--- src/logic/dpt_pkg.sv ---
// ==========================================================
// shared constants and carriers for the dual down timer
package dpt_pkg;

  // ==========================================================
  // bus geometry
  localparam int          ADDR_W   = 12;
  localparam int          DATA_W   = 32;
  localparam int          NUM_TMR  = 2;
  localparam logic [1:0]  RESP_OKAY   = 2'h0;
  localparam logic [1:0]  RESP_SLVERR = 2'h2;

  // ==========================================================
  // register indices, byte address is four times the index
  localparam logic [9:0]  IDX_A_PSC    = 10'h0d2;
  localparam logic [9:0]  IDX_A_CNT    = 10'h0d3;
  localparam logic [9:0]  IDX_A_CTL    = 10'h0d4;
  localparam logic [9:0]  IDX_B_PSC    = 10'h0d5;
  localparam logic [9:0]  IDX_B_CNT    = 10'h0d6;
  localparam logic [9:0]  IDX_B_CTL    = 10'h0d7;
  localparam logic [9:0]  IDX_IRQ_STAT = 10'h0d8;
  localparam logic [9:0]  IDX_IRQ_MASK = 10'h0d9;

  // slot numbers relative to the first index
  localparam logic [2:0]  SLOT_PSC  = 3'h0;
  localparam logic [2:0]  SLOT_CNT  = 3'h1;
  localparam logic [2:0]  SLOT_CTL  = 3'h2;
  localparam logic [2:0]  SLOT_PER  = 3'h3;
  localparam logic [2:0]  SLOT_STAT = 3'h6;
  localparam logic [2:0]  SLOT_MASK = 3'h7;

  // ==========================================================
  // control/status field positions
  localparam int          CTL_ZERO_BIT  = 7;
  localparam int          CTL_IRQEN_BIT = 6;
  localparam int          CTL_RUN_BIT   = 3;
  localparam int          CTL_TAP_MSB   = 2;

  // ==========================================================
  // reset and forced values
  localparam logic [6:0]  PSC_RESET      = 7'h7f;
  localparam logic [6:0]  PSC_STOP_VALUE = 7'h7f;
  localparam logic [7:0]  CNT_RESET      = 8'hff;
  localparam logic [7:0]  CTL_RESET      = 8'h00;
  localparam logic [1:0]  IRQ_MASK_RESET = 2'h0;

  // ==========================================================
  // core clock divider feeding every prescaler
  localparam int          FINT_DIV = 12;
  localparam logic [3:0]  DIV_LAST = 4'(FINT_DIV - 1);

  // ==========================================================
  // carriers between top and timer unit
  typedef struct packed {
    logic       timer_a_prescaler_value;
    logic       cnt;
    logic       ctl;
    logic [7:0] data;
  } dpt_wr_t;

  typedef struct packed {
    logic [6:0] timer_a_prescaler_value;
    logic [7:0] cnt;
    logic [7:0] ctl;
  } dpt_rd_t;

  typedef struct packed {
    logic       hit;
    logic [2:0] slot;
  } dpt_dec_t;

endpackage

--- src/logic/dpt_timer_top.sv ---
// Added by the designer: the AXI4-Lite interface to the registers.
`timescale 1ns/1ps
// What this block does
// RULE1: two independent timers, each with own counter, prescaler, control registers.
// RULE2: eight-bit count decrements once per rising edge of selected prescaler tap.
// RULE3: seven-bit prescaler counts down on core clock divided by twelve.
// RULE4: factor one uses prescaler input; factor two bit zero; and upward.
// RULE5: three-bit tap code 000..111 selects division 1 to 128.
// RULE6: run bit low forces prescaler to 7Fh and stops both counters.
// RULE7: while running, software may load prescaler with any 0..7Fh value.
// RULE8: count reaching zero sets sticky zero flag, bit 7, until cleared.
// RULE9: writing 00h to count or 1 to bit 7 also sets flag.
// RULE10: interrupt request raised while enable bit 6 and zero flag both set.
// RULE11: timer request doubles as wake-up from the low-power wait state.
// RULE12: software clears zero flag before returning and before a new count.
// RULE13: reset loads count FFh, prescaler 7Fh, clears control: stopped, quiet.
// RULE14: count write beats simultaneous decrement to zero; no flag from it.
// RULE15: count and prescaler reads always return the exact current values.
// RULE16: prescaler register shows state in bits 6..0, bit 7 reads zero.
// RULE17: software writes one to control bit 5; bit 4 is free.
// RULE18: interrupt request is a level held while enable and flag stay set.
module dpt_timer_top
  import dpt_pkg::*;
(
  // clock and reset
  input  wire logic                aclk,
  input  wire logic                aresetn,
  // write address channel
  input  wire logic [ADDR_W-1:0]   s_axi_awaddr,
  input  wire logic [2:0]          s_axi_awprot,
  input  wire logic                s_axi_awvalid,
  output logic                     s_axi_awready,
  // write data channel
  input  wire logic [DATA_W-1:0]   s_axi_wdata,
  input  wire logic [DATA_W/8-1:0] s_axi_wstrb,
  input  wire logic                s_axi_wvalid,
  output logic                     s_axi_wready,
  // write response channel
  output logic [1:0]               s_axi_bresp,
  output logic                     s_axi_bvalid,
  input  wire logic                s_axi_bready,
  // read address channel
  input  wire logic [ADDR_W-1:0]   s_axi_araddr,
  input  wire logic [2:0]          s_axi_arprot,
  input  wire logic                s_axi_arvalid,
  output logic                     s_axi_arready,
  // read data channel
  output logic [DATA_W-1:0]        s_axi_rdata,
  output logic [1:0]               s_axi_rresp,
  output logic                     s_axi_rvalid,
  input  wire logic                s_axi_rready,
  // requests
  output logic [NUM_TMR-1:0]       timer_irq,
  output logic                     wake_req,
  output logic                     irq
);

  // ==========================================================
  // address decode shared by read and write paths
  function automatic dpt_dec_t dpt_decode(input logic [ADDR_W-1:0] addr);
    logic [9:0] idx;
    logic [9:0] rel;
    idx = addr[ADDR_W-1:2];
    rel = 10'(idx - IDX_A_PSC);
    dpt_decode.hit  = (idx >= IDX_A_PSC) && (idx <= IDX_IRQ_MASK);
    dpt_decode.slot = rel[2:0];
  endfunction

  // ==========================================================
  // bus slave state
  logic [ADDR_W-1:0] awaddr_reg;
  logic [DATA_W-1:0] wdata_reg;
  logic              wstrb0_reg;
  logic              awready_reg;
  logic              wready_reg;
  logic              bvalid_reg;
  logic [1:0]        bresp_reg;
  logic              arready_reg;
  logic              rvalid_reg;
  logic [1:0]        rresp_reg;
  logic [DATA_W-1:0] rdata_reg;

  // handshakes and decoded targets
  logic              aw_hs;
  logic              w_hs;
  logic              b_hs;
  logic              ar_hs;
  logic              r_hs;
  logic              wr_fire;
  logic              wr_ok;
  dpt_dec_t          dec_w;
  dpt_dec_t          dec_r;

  // ==========================================================
  // divider, timers and interrupt state
  logic [3:0]        div_reg;
  logic              tick_reg;
  dpt_wr_t           wr_bus  [NUM_TMR];
  dpt_rd_t           rd_bus  [NUM_TMR];
  logic [NUM_TMR-1:0] req;
  logic [NUM_TMR-1:0] req_prev_reg;
  logic [NUM_TMR-1:0] req_rise;
  logic [NUM_TMR-1:0] stat_reg;
  logic [NUM_TMR-1:0] stat_next;
  logic [NUM_TMR-1:0] stat_clr;
  logic [NUM_TMR-1:0] mask_reg;
  logic [NUM_TMR-1:0] mask_next;
  logic [7:0]        rd_bank [8];
  logic              irq_reg;
  logic              wake_reg;

  // ==========================================================
  // channel handshakes
  assign aw_hs = s_axi_awvalid & awready_reg;
  assign w_hs  = s_axi_wvalid & wready_reg;
  assign b_hs  = bvalid_reg & s_axi_bready;
  assign ar_hs = s_axi_arvalid & arready_reg;
  assign r_hs  = rvalid_reg & s_axi_rready;

  // write acts once both halves are held and no response pends
  assign wr_fire = ~awready_reg & ~wready_reg & ~bvalid_reg;
  assign dec_w   = dpt_decode(awaddr_reg);
  assign dec_r   = dpt_decode(s_axi_araddr);
  // low byte lane carries every register
  assign wr_ok   = wr_fire & dec_w.hit & wstrb0_reg;

  // ==========================================================
  // write address capture, ready drops while held
  always_ff @(posedge aclk) begin
    if (!aresetn) begin
      awready_reg <= 1'b1;
      awaddr_reg  <= '0;
    end else if (aw_hs) begin
      awready_reg <= 1'b0;
      awaddr_reg  <= s_axi_awaddr;
    end else if (b_hs) begin
      awready_reg <= 1'b1;
    end
  end

  // write data capture
  always_ff @(posedge aclk) begin
    if (!aresetn) begin
      wready_reg <= 1'b1;
      wdata_reg  <= '0;
      wstrb0_reg <= 1'b0;
    end else if (w_hs) begin
      wready_reg <= 1'b0;
      wdata_reg  <= s_axi_wdata;
      wstrb0_reg <= s_axi_wstrb[0];
    end else if (b_hs) begin
      wready_reg <= 1'b1;
    end
  end

  // write response, error for unmapped words
  always_ff @(posedge aclk) begin
    if (!aresetn) begin
      bvalid_reg <= 1'b0;
      bresp_reg  <= RESP_OKAY;
    end else if (wr_fire) begin
      bvalid_reg <= 1'b1;
      bresp_reg  <= dec_w.hit ? RESP_OKAY : RESP_SLVERR;
    end else if (b_hs) begin
      bvalid_reg <= 1'b0;
    end
  end

  // ==========================================================
  // read channel, one beat after the address is taken
  always_ff @(posedge aclk) begin
    if (!aresetn) begin
      arready_reg <= 1'b1;
      rvalid_reg  <= 1'b0;
      rresp_reg   <= RESP_OKAY;
      rdata_reg   <= '0;
    end else if (ar_hs) begin
      arready_reg <= 1'b0;
      rvalid_reg  <= 1'b1;
      rresp_reg   <= dec_r.hit ? RESP_OKAY : RESP_SLVERR;
      rdata_reg   <= dec_r.hit ? {24'h00_0000, rd_bank[dec_r.slot]} : '0;
    end else if (r_hs) begin
      arready_reg <= 1'b1;
      rvalid_reg  <= 1'b0;
    end
  end

  // ==========================================================
  // core clock divided by twelve as a one-cycle enable
  always_ff @(posedge aclk) begin
    if (!aresetn) begin
      div_reg  <= 4'h0;
      tick_reg <= 1'b0;
    end else begin
      div_reg  <= (div_reg == DIV_LAST) ? 4'h0 : 4'(div_reg + 4'h1);  // [RULE3]
      tick_reg <= (div_reg == DIV_LAST);
    end
  end

  // ==========================================================
  // two separate timers, each with its own register slots
  for (genvar i = 0; i < NUM_TMR; i++) begin : g_tmr
    localparam logic [2:0] BASE = 3'(i * 3);

    // per-timer write strobes
    assign wr_bus[i].timer_a_prescaler_value  = wr_ok & (dec_w.slot == 3'(BASE + SLOT_PSC));  // [RULE1]
    assign wr_bus[i].cnt  = wr_ok & (dec_w.slot == 3'(BASE + SLOT_CNT));
    assign wr_bus[i].ctl  = wr_ok & (dec_w.slot == 3'(BASE + SLOT_CTL));
    assign wr_bus[i].data = wdata_reg[7:0];

    dpt_timer_unit u_tmr (
      .aclk          (aclk),
      .aresetn       (aresetn),
      .prescale_tick (tick_reg),
      .wr            (wr_bus[i]),
      .rd            (rd_bus[i]),
      .irq_req       (req[i])
    );

    // read bytes, prescaler bit 7 always zero
    assign rd_bank[BASE + SLOT_PSC] = {1'b0, rd_bus[i].timer_a_prescaler_value};          // [RULE16]
    assign rd_bank[BASE + SLOT_CNT] = rd_bus[i].cnt;                   // [RULE15]
    assign rd_bank[BASE + SLOT_CTL] = rd_bus[i].ctl;
  end

  // status and mask read back
  assign rd_bank[SLOT_STAT] = {6'h00, stat_reg};
  assign rd_bank[SLOT_MASK] = {6'h00, mask_reg};

  // ==========================================================
  // interrupt status: sticky, write one to clear, set wins
  assign req_rise  = req & ~req_prev_reg;
  assign stat_clr  = (wr_ok && dec_w.slot == SLOT_STAT) ? wdata_reg[1:0] : 2'h0;
  assign stat_next = (stat_reg & ~stat_clr) | req_rise;
  assign mask_next = (wr_ok && dec_w.slot == SLOT_MASK) ? wdata_reg[1:0] : mask_reg;

  // status, mask and request outputs
  always_ff @(posedge aclk) begin
    if (!aresetn) begin
      req_prev_reg <= 2'h0;
      stat_reg     <= 2'h0;
      mask_reg     <= IRQ_MASK_RESET;
      irq_reg      <= 1'b0;
      wake_reg     <= 1'b0;
    end else begin
      req_prev_reg <= req;
      stat_reg     <= stat_next;
      mask_reg     <= mask_next;
      irq_reg      <= |(stat_next & mask_next);
      wake_reg     <= |req;                                            // [RULE11]
    end
  end

  // ==========================================================
  // port drivers
  assign s_axi_awready = awready_reg;
  assign s_axi_wready  = wready_reg;
  assign s_axi_bvalid  = bvalid_reg;
  assign s_axi_bresp   = bresp_reg;
  assign s_axi_arready = arready_reg;
  assign s_axi_rvalid  = rvalid_reg;
  assign s_axi_rresp   = rresp_reg;
  assign s_axi_rdata   = rdata_reg;
  assign timer_irq     = req;                                          // [RULE10] [RULE18]
  assign wake_req      = wake_reg;
  assign irq           = irq_reg;

endmodule

--- src/logic/dpt_timer_unit.sv ---
`timescale 1ns/1ps
// ==========================================================
// one timer: prescaler, down counter and control/status
module dpt_timer_unit
  import dpt_pkg::*;
(
  // clock and reset
  input  wire logic    aclk,
  input  wire logic    aresetn,
  // divided core clock enable
  input  wire logic    prescale_tick,
  // register access
  input  wire dpt_wr_t wr,
  output dpt_rd_t      rd,
  // request level
  output logic         irq_req
);

  logic [6:0] psc_reg;
  logic [6:0] psc_next;
  logic [7:0] cnt_reg;
  logic [7:0] cnt_next;
  logic [7:0] ctl_reg;
  logic [7:0] ctl_next;
  logic [7:0] ctl_base;
  logic [7:0] tap_span;
  logic [6:0] tap_mask;
  logic       run;
  logic       cnt_tick;
  logic       hw_zero;

  // ==========================================================
  // tap selection
  assign run      = ctl_reg[CTL_RUN_BIT];
  // low bits that must all be zero before the tapped bit rises
  assign tap_span = 8'(8'h01 << ctl_reg[CTL_TAP_MSB:0]);              // [RULE5]
  assign tap_mask = 7'(tap_span - 8'h01);
  // tapped prescaler bit rises when its lower bits wrap from zero
  assign cnt_tick = run & prescale_tick & ~wr.timer_a_prescaler_value
                  & ((psc_reg & tap_mask) == 7'h00);                   // [RULE2] [RULE4]

  // ==========================================================
  // prescaler: forced while stopped, loadable while running
  assign psc_next = !run         ? PSC_STOP_VALUE :                    // [RULE6]
                    wr.timer_a_prescaler_value        ? wr.data[6:0] :                      // [RULE7]
                    prescale_tick ? 7'(psc_reg - 7'h01) :               // [RULE3]
                                    psc_reg;

  // ==========================================================
  // counter: a software write beats the decrement
  assign cnt_next = wr.cnt   ? wr.data :                               // [RULE14]
                    cnt_tick ? 8'(cnt_reg - 8'h01) :                    // [RULE2]
                               cnt_reg;
  // zero reached by count or by writing zero
  assign hw_zero  = wr.cnt ? (wr.data == 8'h00)                        // [RULE9] [RULE14]
                           : (cnt_tick && cnt_reg == 8'h01);           // [RULE8]

  // ==========================================================
  // control: flag is sticky, hardware set wins over clear
  assign ctl_base = wr.ctl ? wr.data : ctl_reg;
  assign ctl_next = {ctl_base[7] | hw_zero, ctl_base[6:0]};            // [RULE8] [RULE9]

  // registers
  always_ff @(posedge aclk) begin
    if (!aresetn) begin
      psc_reg <= PSC_RESET;                                             // [RULE13]
      cnt_reg <= CNT_RESET;
      ctl_reg <= CTL_RESET;
      irq_req <= 1'b0;
    end else begin
      psc_reg <= psc_next;
      cnt_reg <= cnt_next;
      ctl_reg <= ctl_next;
      irq_req <= ctl_next[CTL_ZERO_BIT] & ctl_next[CTL_IRQEN_BIT];      // [RULE10] [RULE18]
    end
  end

  // live values for reads
  assign rd = '{timer_a_prescaler_value: psc_reg, cnt: cnt_reg, ctl: ctl_reg};             // [RULE15]

endmodule

--- config.mk ---
export PLATFORM = sky130hd
export DESIGN_NAME = dpt_timer_top
export DESIGN_NICKNAME = d
export VERILOG_FILES = /design/src/logic/dpt_pkg.sv /design/src/logic/dpt_timer_top.sv /design/src/logic/dpt_timer_unit.sv
export SDC_FILE = /design/constraint.sdc
export NUM_CORES = 1
export LEC_CHECK = 0
export ABC_AREA = 1
export BUFFER_PORTS_ARGS = -buffer_cell sky130_fd_sc_hd__buf_2
export CAP_MARGIN = 25
export CELL_PAD_IN_SITES_DETAIL_PLACEMENT = 1
export CELL_PAD_IN_SITES_GLOBAL_PLACEMENT = 1
export CORE_UTILIZATION = 26
export DETAILED_ROUTE_END_ITERATION = 10
export MAX_ROUTING_LAYER = met4
export PLACE_DENSITY_LB_ADDON = 0.1
export SLEW_MARGIN = 20
export SYNTH_ARGS = -nofsm -noshare
export SYNTH_HDL_FRONTEND = slang
export SYNTH_SLANG_ARGS = --single-unit
--- constraint.sdc ---
create_clock -name aclk -period 3.95 [get_ports aclk]
set_input_delay 0.79 -clock aclk [delete_from_list [all_inputs] [get_ports aclk]]
set_output_delay 0.79 -clock aclk [all_outputs]
set_load 0.03 [all_outputs]
=== Word level (Yosys, flattened, before mapping) ===
Index checks and enable logic that the tools add are counted.

* Latch bits: 0
* Bits in read-only memories: 0
* Memories kept: 0
* Bits in writable memories: 0
* Bits of input ports: 73
* Output and inout bits: 45
* Word-level logic and storage cells: 146
* Register bits: 123

* Reduce and logical (&&, ||, !) cells: 23
* Order comparisons: 5
* $add $sub $neg: 9
* $mul: 0
* Eq/ne operators: 10
* Div/mod/pow operators: 0
* Multiplexer cells: 29
* Bitwise operators: 40
* Shift operators: 2

{| class="wikitable"
|+ Operators by type and width
! kind !! count
|-
| $mux W8 || 9
|-
| $mux W7 || 4
|-
| $sub A7 B1 Y7 const B || 4
|-
| $bmux W8 S3 || 1
|-
| $and A1 B1 Y1 || 23
|-
| $ge A10 B8 Y1 const B || 2
|-
| $le A10 B8 Y1 const B || 2
|-
| $eq A8 B1 Y1 const B || 2
|-
| $reduce_bool A2 Y1 || 8
|-
| $sub A8 B1 Y8 const B || 2
|-
| $and A7 B7 Y7 || 2
|-
| $logic_not A7 Y1 || 2
|-
| $shl A1 B3 Y7 const A || 2
|-
| $eq A3 B3 Y1 const B || 4
|-
| $mux W1 || 11
|-
| $logic_not A8 Y1 || 1
|-
| $mux W2 || 4
|-
| $and A2 B2 Y2 || 3
|-
| $eq A3 B2 Y1 const B || 2
|-
| $logic_and A1 B1 Y1 || 6
|-
| $not A1 Y1 || 6
|-
| $reduce_or A2 Y1 || 3
|-
| $sub A3 B2 Y3 const B || 2
|-
| $add A4 B1 Y4 const B || 1
|-
| other kinds (9) || 12
|}

=== Logic depth before layout (Yosys ltp) ===
* Word-level depth: 13
* Gate-level depth with buffers: 12
* Depth with buffers taken out: 11

=== Cells and area by module ===
From an unflattened synthesis, not the netlist that was laid out.

* Cell total of the unflattened synthesis: 741
* Area total of the unflattened synthesis: 5282.6 um^2

{| class="wikitable"
|+ Modules (own cells, without submodules)
! module !! area each (um^2) !! times used !! seq. area each (um^2) !! cells each
|-
| dpt_timer_unit || 1407.6 || 2 || 480.5 || 195
|-
| dpt_timer_top || 2467.4 || 1 || 940.9 || 351
|}

=== Least setup slack after synthesis ===
Ideal clock, no wire load.

* Path kind: input to register
* Start: input s_axi_araddr[3]
* End: register rdata_reg[7], in the netlist s_axi_rdata[7]
* Stages: 7
* Path buffers: 0
* Data arrival time: 1787 ps
* Path slack: 2092 ps
* Path through: nor2_1 > nor2_1 > inv_1 > nand2_1 > nor4_2 > o21ai_0 > a21oi_1

* Longest elaborated chain between the ends: 6
* Elaborated cells between the ends (all ways): 9
* Those cells by class: add/sub: 1; order compare: 2; mux: 4; bitwise: 1; reduce/logical: 1

{| class="wikitable"
|+ Ends and longest elaborated chain
! element !! RTL line !! source
|-
| from (decl) || dpt_timer_top.sv:43 || <nowiki>input wire logic [ADDR_W-1:0] s_axi_araddr,</nowiki>
|-
| $sub A3 B2 Y3 || dpt_timer_top.sv:64 || <nowiki>rel = 10'(idx - IDX_A_PSC);</nowiki>
|-
| $not A3 Y4 (not written as such) || dpt_timer_top.sv:181 || <nowiki>rdata_reg <= dec_r.hit ? {24'h00_0000, rd_bank[dec_r.slot]} : '0;</nowiki>
|-
| $bmux W8 S3 || dpt_timer_top.sv:181 ||
|-
| $mux W8 (not written as such) (2 in series) || dpt_timer_top.sv:181 ||
|-
| $mux W8 (*) || dpt_timer_top.sv:181 ||
|-
| to (signal assigned) || dpt_timer_top.sv:181 ||
|-
| to (decl) || dpt_timer_top.sv:81 || <nowiki>logic [DATA_W-1:0] rdata_reg;</nowiki>
|}

Mark *: on every way between the ends. The rest lies on a longest branch, timed or not. The select of a mux whose other input is x is not followed.
A chain may end at the register's enable or synchronous reset.

=== Worst setup path in the final report ===
* Start: register wready_reg, in the netlist s_axi_wready
* End: register g_tmr[0].u_tmr.irq_req

* Longest elaborated chain between the ends: 13
* Elaborated cells between the ends (all ways): 16
* Those cells by class: mux: 2; bitwise: 13; reduce/logical: 1

{| class="wikitable"
|+ Ends and longest elaborated chain
! element !! RTL line !! source
|-
| from (decl) || dpt_timer_top.sv:75 || <nowiki>logic wready_reg;</nowiki>
|-
| from (signal assigned) || dpt_timer_top.sv:144 || <nowiki>wready_reg <= 1'b1;</nowiki>
|-
| from (signal assigned) || dpt_timer_top.sv:148 || <nowiki>wready_reg <= 1'b0;</nowiki>
|-
| from (signal assigned) || dpt_timer_top.sv:152 || <nowiki>wready_reg <= 1'b1;</nowiki>
|-
| $not A1 Y1 (*) || dpt_timer_top.sv:121 || <nowiki>assign wr_fire = ~awready_reg & ~wready_reg & ~bvalid_reg;</nowiki>
|-
| $and A1 B1 Y1 (*) (2 in series) || dpt_timer_top.sv:121 ||
|-
| $and A1 B1 Y1 (*) (2 in series) || dpt_timer_top.sv:125 || <nowiki>assign wr_ok = wr_fire & dec_w.hit & wstrb0_reg;</nowiki>
|-
| $and A1 B1 Y1 || dpt_timer_top.sv:206 || <nowiki>assign wr_bus[i].timer_a_prescaler_value = wr_ok & (dec_w.slot == 3'(BASE + SLOT_PSC));</nowiki>
|-
| $not A1 Y1 || dpt_timer_unit.sv:39 || <nowiki>assign cnt_tick = run & prescale_tick & ~wr.timer_a_prescaler_value</nowiki>
|-
| $and A1 B1 Y1 || dpt_timer_unit.sv:39 ||
|-
| $and A1 B1 Y1 || dpt_timer_unit.sv:40 || <nowiki>& ((psc_reg & tap_mask) == 7'h00);</nowiki>
|-
| $logic_and A1 B1 Y1 || dpt_timer_unit.sv:56 || <nowiki>: (cnt_tick && cnt_reg == 8'h01);</nowiki>
|-
| $mux W1 || dpt_timer_unit.sv:55 || <nowiki>assign hw_zero = wr.cnt ? (wr.data == 8'h00)</nowiki>
|-
| $or A1 B1 Y1 || dpt_timer_unit.sv:61 || <nowiki>assign ctl_next = {ctl_base[7] | hw_zero, ctl_base[6:0]};</nowiki>
|-
| $and A1 B1 Y1 (*) || dpt_timer_unit.sv:74 || <nowiki>irq_req <= ctl_next[CTL_ZERO_BIT] & ctl_next[CTL_IRQEN_BIT];</nowiki>
|-
| to (signal assigned) || dpt_timer_unit.sv:74 ||
|-
| to (decl) || dpt_timer_unit.sv:16 || <nowiki>output logic irq_req</nowiki>
|}

Mark *: on every way between the ends. The rest lies on a longest branch, timed or not.

==> metrics <==
Final HPWL DP 12300 um; Util after Layout 30.4%; post-synth top area share 37.8%; Synth Area in Simple Gates 26.4%; Synth Cell Area 5040 um^2; status finished clean; Ant. Diodes 0; arrival time worst endpoint 2.62 ns; crit path time final 2.39 ns; cell-internal power 1.61 mW; CTS tree yes; RSZ-0062 raised after global routing no; DRC viols 0; CP Max Fanout 20; leakage power total 2.56 nW; combinational family with the most area after synthesis simple AND/OR/NAND/NOR gates; min-delay src req_prev_reg[0]$_SDFF_PN0_; io pins 118; Clk pwr share 44.6%; R2R Setup Slk 1.56 ns; Sw Share 27.0%; layout cells sized above 1 11.6%; Area growth syn-to-layout 13.8%; Initial DRC Count 162; Combinational Power Share 9.1%; Synth Area in XOR/XNOR 3.65%; routability cong. 0.842; worst flop-to-flop path startpoint s_axi_wready$_SDFFE_PN1P_; sw power 595 uW; Slew @ Worst Pin 0.831 ns; final setup vio count 0; Finished Cell Area 5730 um^2; CP cell instances nor2_2, nand3_1, nor2_2, nand3_2, nor2_1, nand2_1, inv_1, nor2_1, nor2_1, nor2_1; Critical Path Source Type register; count of final hold-check violations 0; chip width 141 um; Worst Setup End Kind register; final worst setup slack 1.56 ns; TritonCTS Buffers 9; hold path cells 1; max-cap violation count 0; Adder-Cell Fraction of Synth Area 1.74%; Final period util 60.5%; Post-CTS Hold Fix Bufs 0; CP dominant cell by count nor2_1; Crit Path Class register to register; max frequency 419 MHz; CP Buf/Inv Count 1; relative slew slack 44.1%; Crit. Startpoint s_axi_wready$_SDFFE_PN1P_; Max Slew Vio Count 0; Mapped Avg Cell Area 6.95 um^2; Min-Delay Endpoint stat_reg[0]$_SDFF_PN0_; worst-case clock buffer depth 2; CP max stage cell nand2_1; initial antenna violation count 0; peak supply drop 0.185 mV; IO Port Bufs 54; largest net degree at the start of global routing 47; post-synthesis mux area share 0%; Flop pwr share 46.3%; nets 842; CTS clk-pin slew, worst paths 0.07 ns; final setup TNS 0 ns; synth unique cells 34; commonest non-fill, non-tap cell in the layout nand2_1; Post-Place Cells 1011; CTS Sinks 95; post-CTS setup buffers 0; clock root cell clkbuf_16; GRT overflow 0; Synth area leader dfxtp_1; row count 50; Synth Area in Compound Gates 18.0%; Via density 4.74; synth top area cells dfxtp_1 38%, nand2_1 9.2%, a21oi_1 7.7%; Final Instance Count excl. Fillers 1027; WHS 0.456 ns; die area 19900 um^2; FF-to-FF path depth 10; Clock Latency Late Sink 0.35 ns; die height 141 um; pwr dens 385 nW/um^2; Reg-to-Reg End g_tmr[0].u_tmr.irq_req$_SDFF_PN0_; CTS H-tree lvls 3; synth warn 0; wire per inst 16.0 um; post_cts resized 0; CP max stage delay 0.42 ns; HP Class register to register; core area 18800 um^2; final WL 16400 um; Syn Inst Count 725; Critical Path RT 4.18 ns; most frequent cells in the layout 123 x nand2_1, 95 x dfxtp_1, 77 x a21oi_1; dpl ws 1.42 ns; Detail Route Antenna Nets 0; CP delay by family, top simple AND/OR/NAND/NOR gates; Starting Density 26.7%; DR pass1 iterations 4; vias in the first global route 5017; Placed Area 5400 um^2; sequential area share after synthesis 37.8%; first-pass GRT wire length 26800 um; GRT Util Overall 18.0%; #FFs+latches synth 95; routed via count 4863; Power Total 2.21 mW; Final Skew 0.00772 ns
per-layer routing:
metal | GRT usage (%) | share of wire (%) | vias up
li1 | - | - | 2428
met1 | 21.6 | 46 | 2326
met2 | 30.0 | 48 | 82
met3 | 2.68 | 2.9 | 27
met4 | 7.49 | 2.4 | 0
met5 | - | 0 | -
power groups by stage:
| stage | combinational, mW | sequential, mW | clock, mW |
|---|---|---|---|
| floorplan | 0.161 | 1.03 | 0 |
| global placement | 0.200 | 1.05 | 0 |
| detailed placement | 0.204 | 1.05 | 0 |
| CTS | 0.205 | 1.02 | 1.02 |
| global route | 0.228 | 1.03 | 1.06 |
| finish | 0.201 | 1.02 | 0.985 |
cells by family after synthesis:
logic type / count (synthesis)
other: 1
and+or+nand+nor: 303
AOI/OAI and AO/OA: 168
DFF: 95
buffers and inverters: 130
xor gates and xnor gates: 21
adders and majority gates: 7
area by class of cell:
cell class	count	area, um^2
Clock buffer	10	239
Inverter	75	282
Fill cell	2359	13100
Sequential cell	95	1900
Clock inverter	6	90.1
Multi-Input combinational cell	525	2610
Timing Repair Buffer	56	285
Tap cell	260	325
synth_stat cells (all sizes together):
cell type and n:
nand2 127, dfxtp 95, nor2 80, a21oi 78
nand3 75, inv 74, o21ai 73, buf 36
clkbuf 19, xnor2 11, xor2 10, nor3 9
o221ai 9, ha 7, nand4 7, nor4 4
o211ai 4, o2111ai 3, and2 1, clkinv 1
conb 1, o22ai 1
how the worst max path moves through the flow:
stage | endpoint | cells past startpoint
after floorplan | s_axi_rdata[7]$_SDFFE_PN0P_ | 7
after global placement | s_axi_rdata[7]$_SDFFE_PN0P_ | 5
after detailed placement | s_axi_rdata[7]$_SDFFE_PN0P_ | 5
after CTS | g_tmr[0].u_tmr.irq_req$_SDFF_PN0_ | 10
after global routing | g_tmr[0].u_tmr.irq_req$_SDFF_PN0_ | 10
final | g_tmr[0].u_tmr.irq_req$_SDFF_PN0_ | 10
Note: power is estimated with default switching activity, not from simulation.
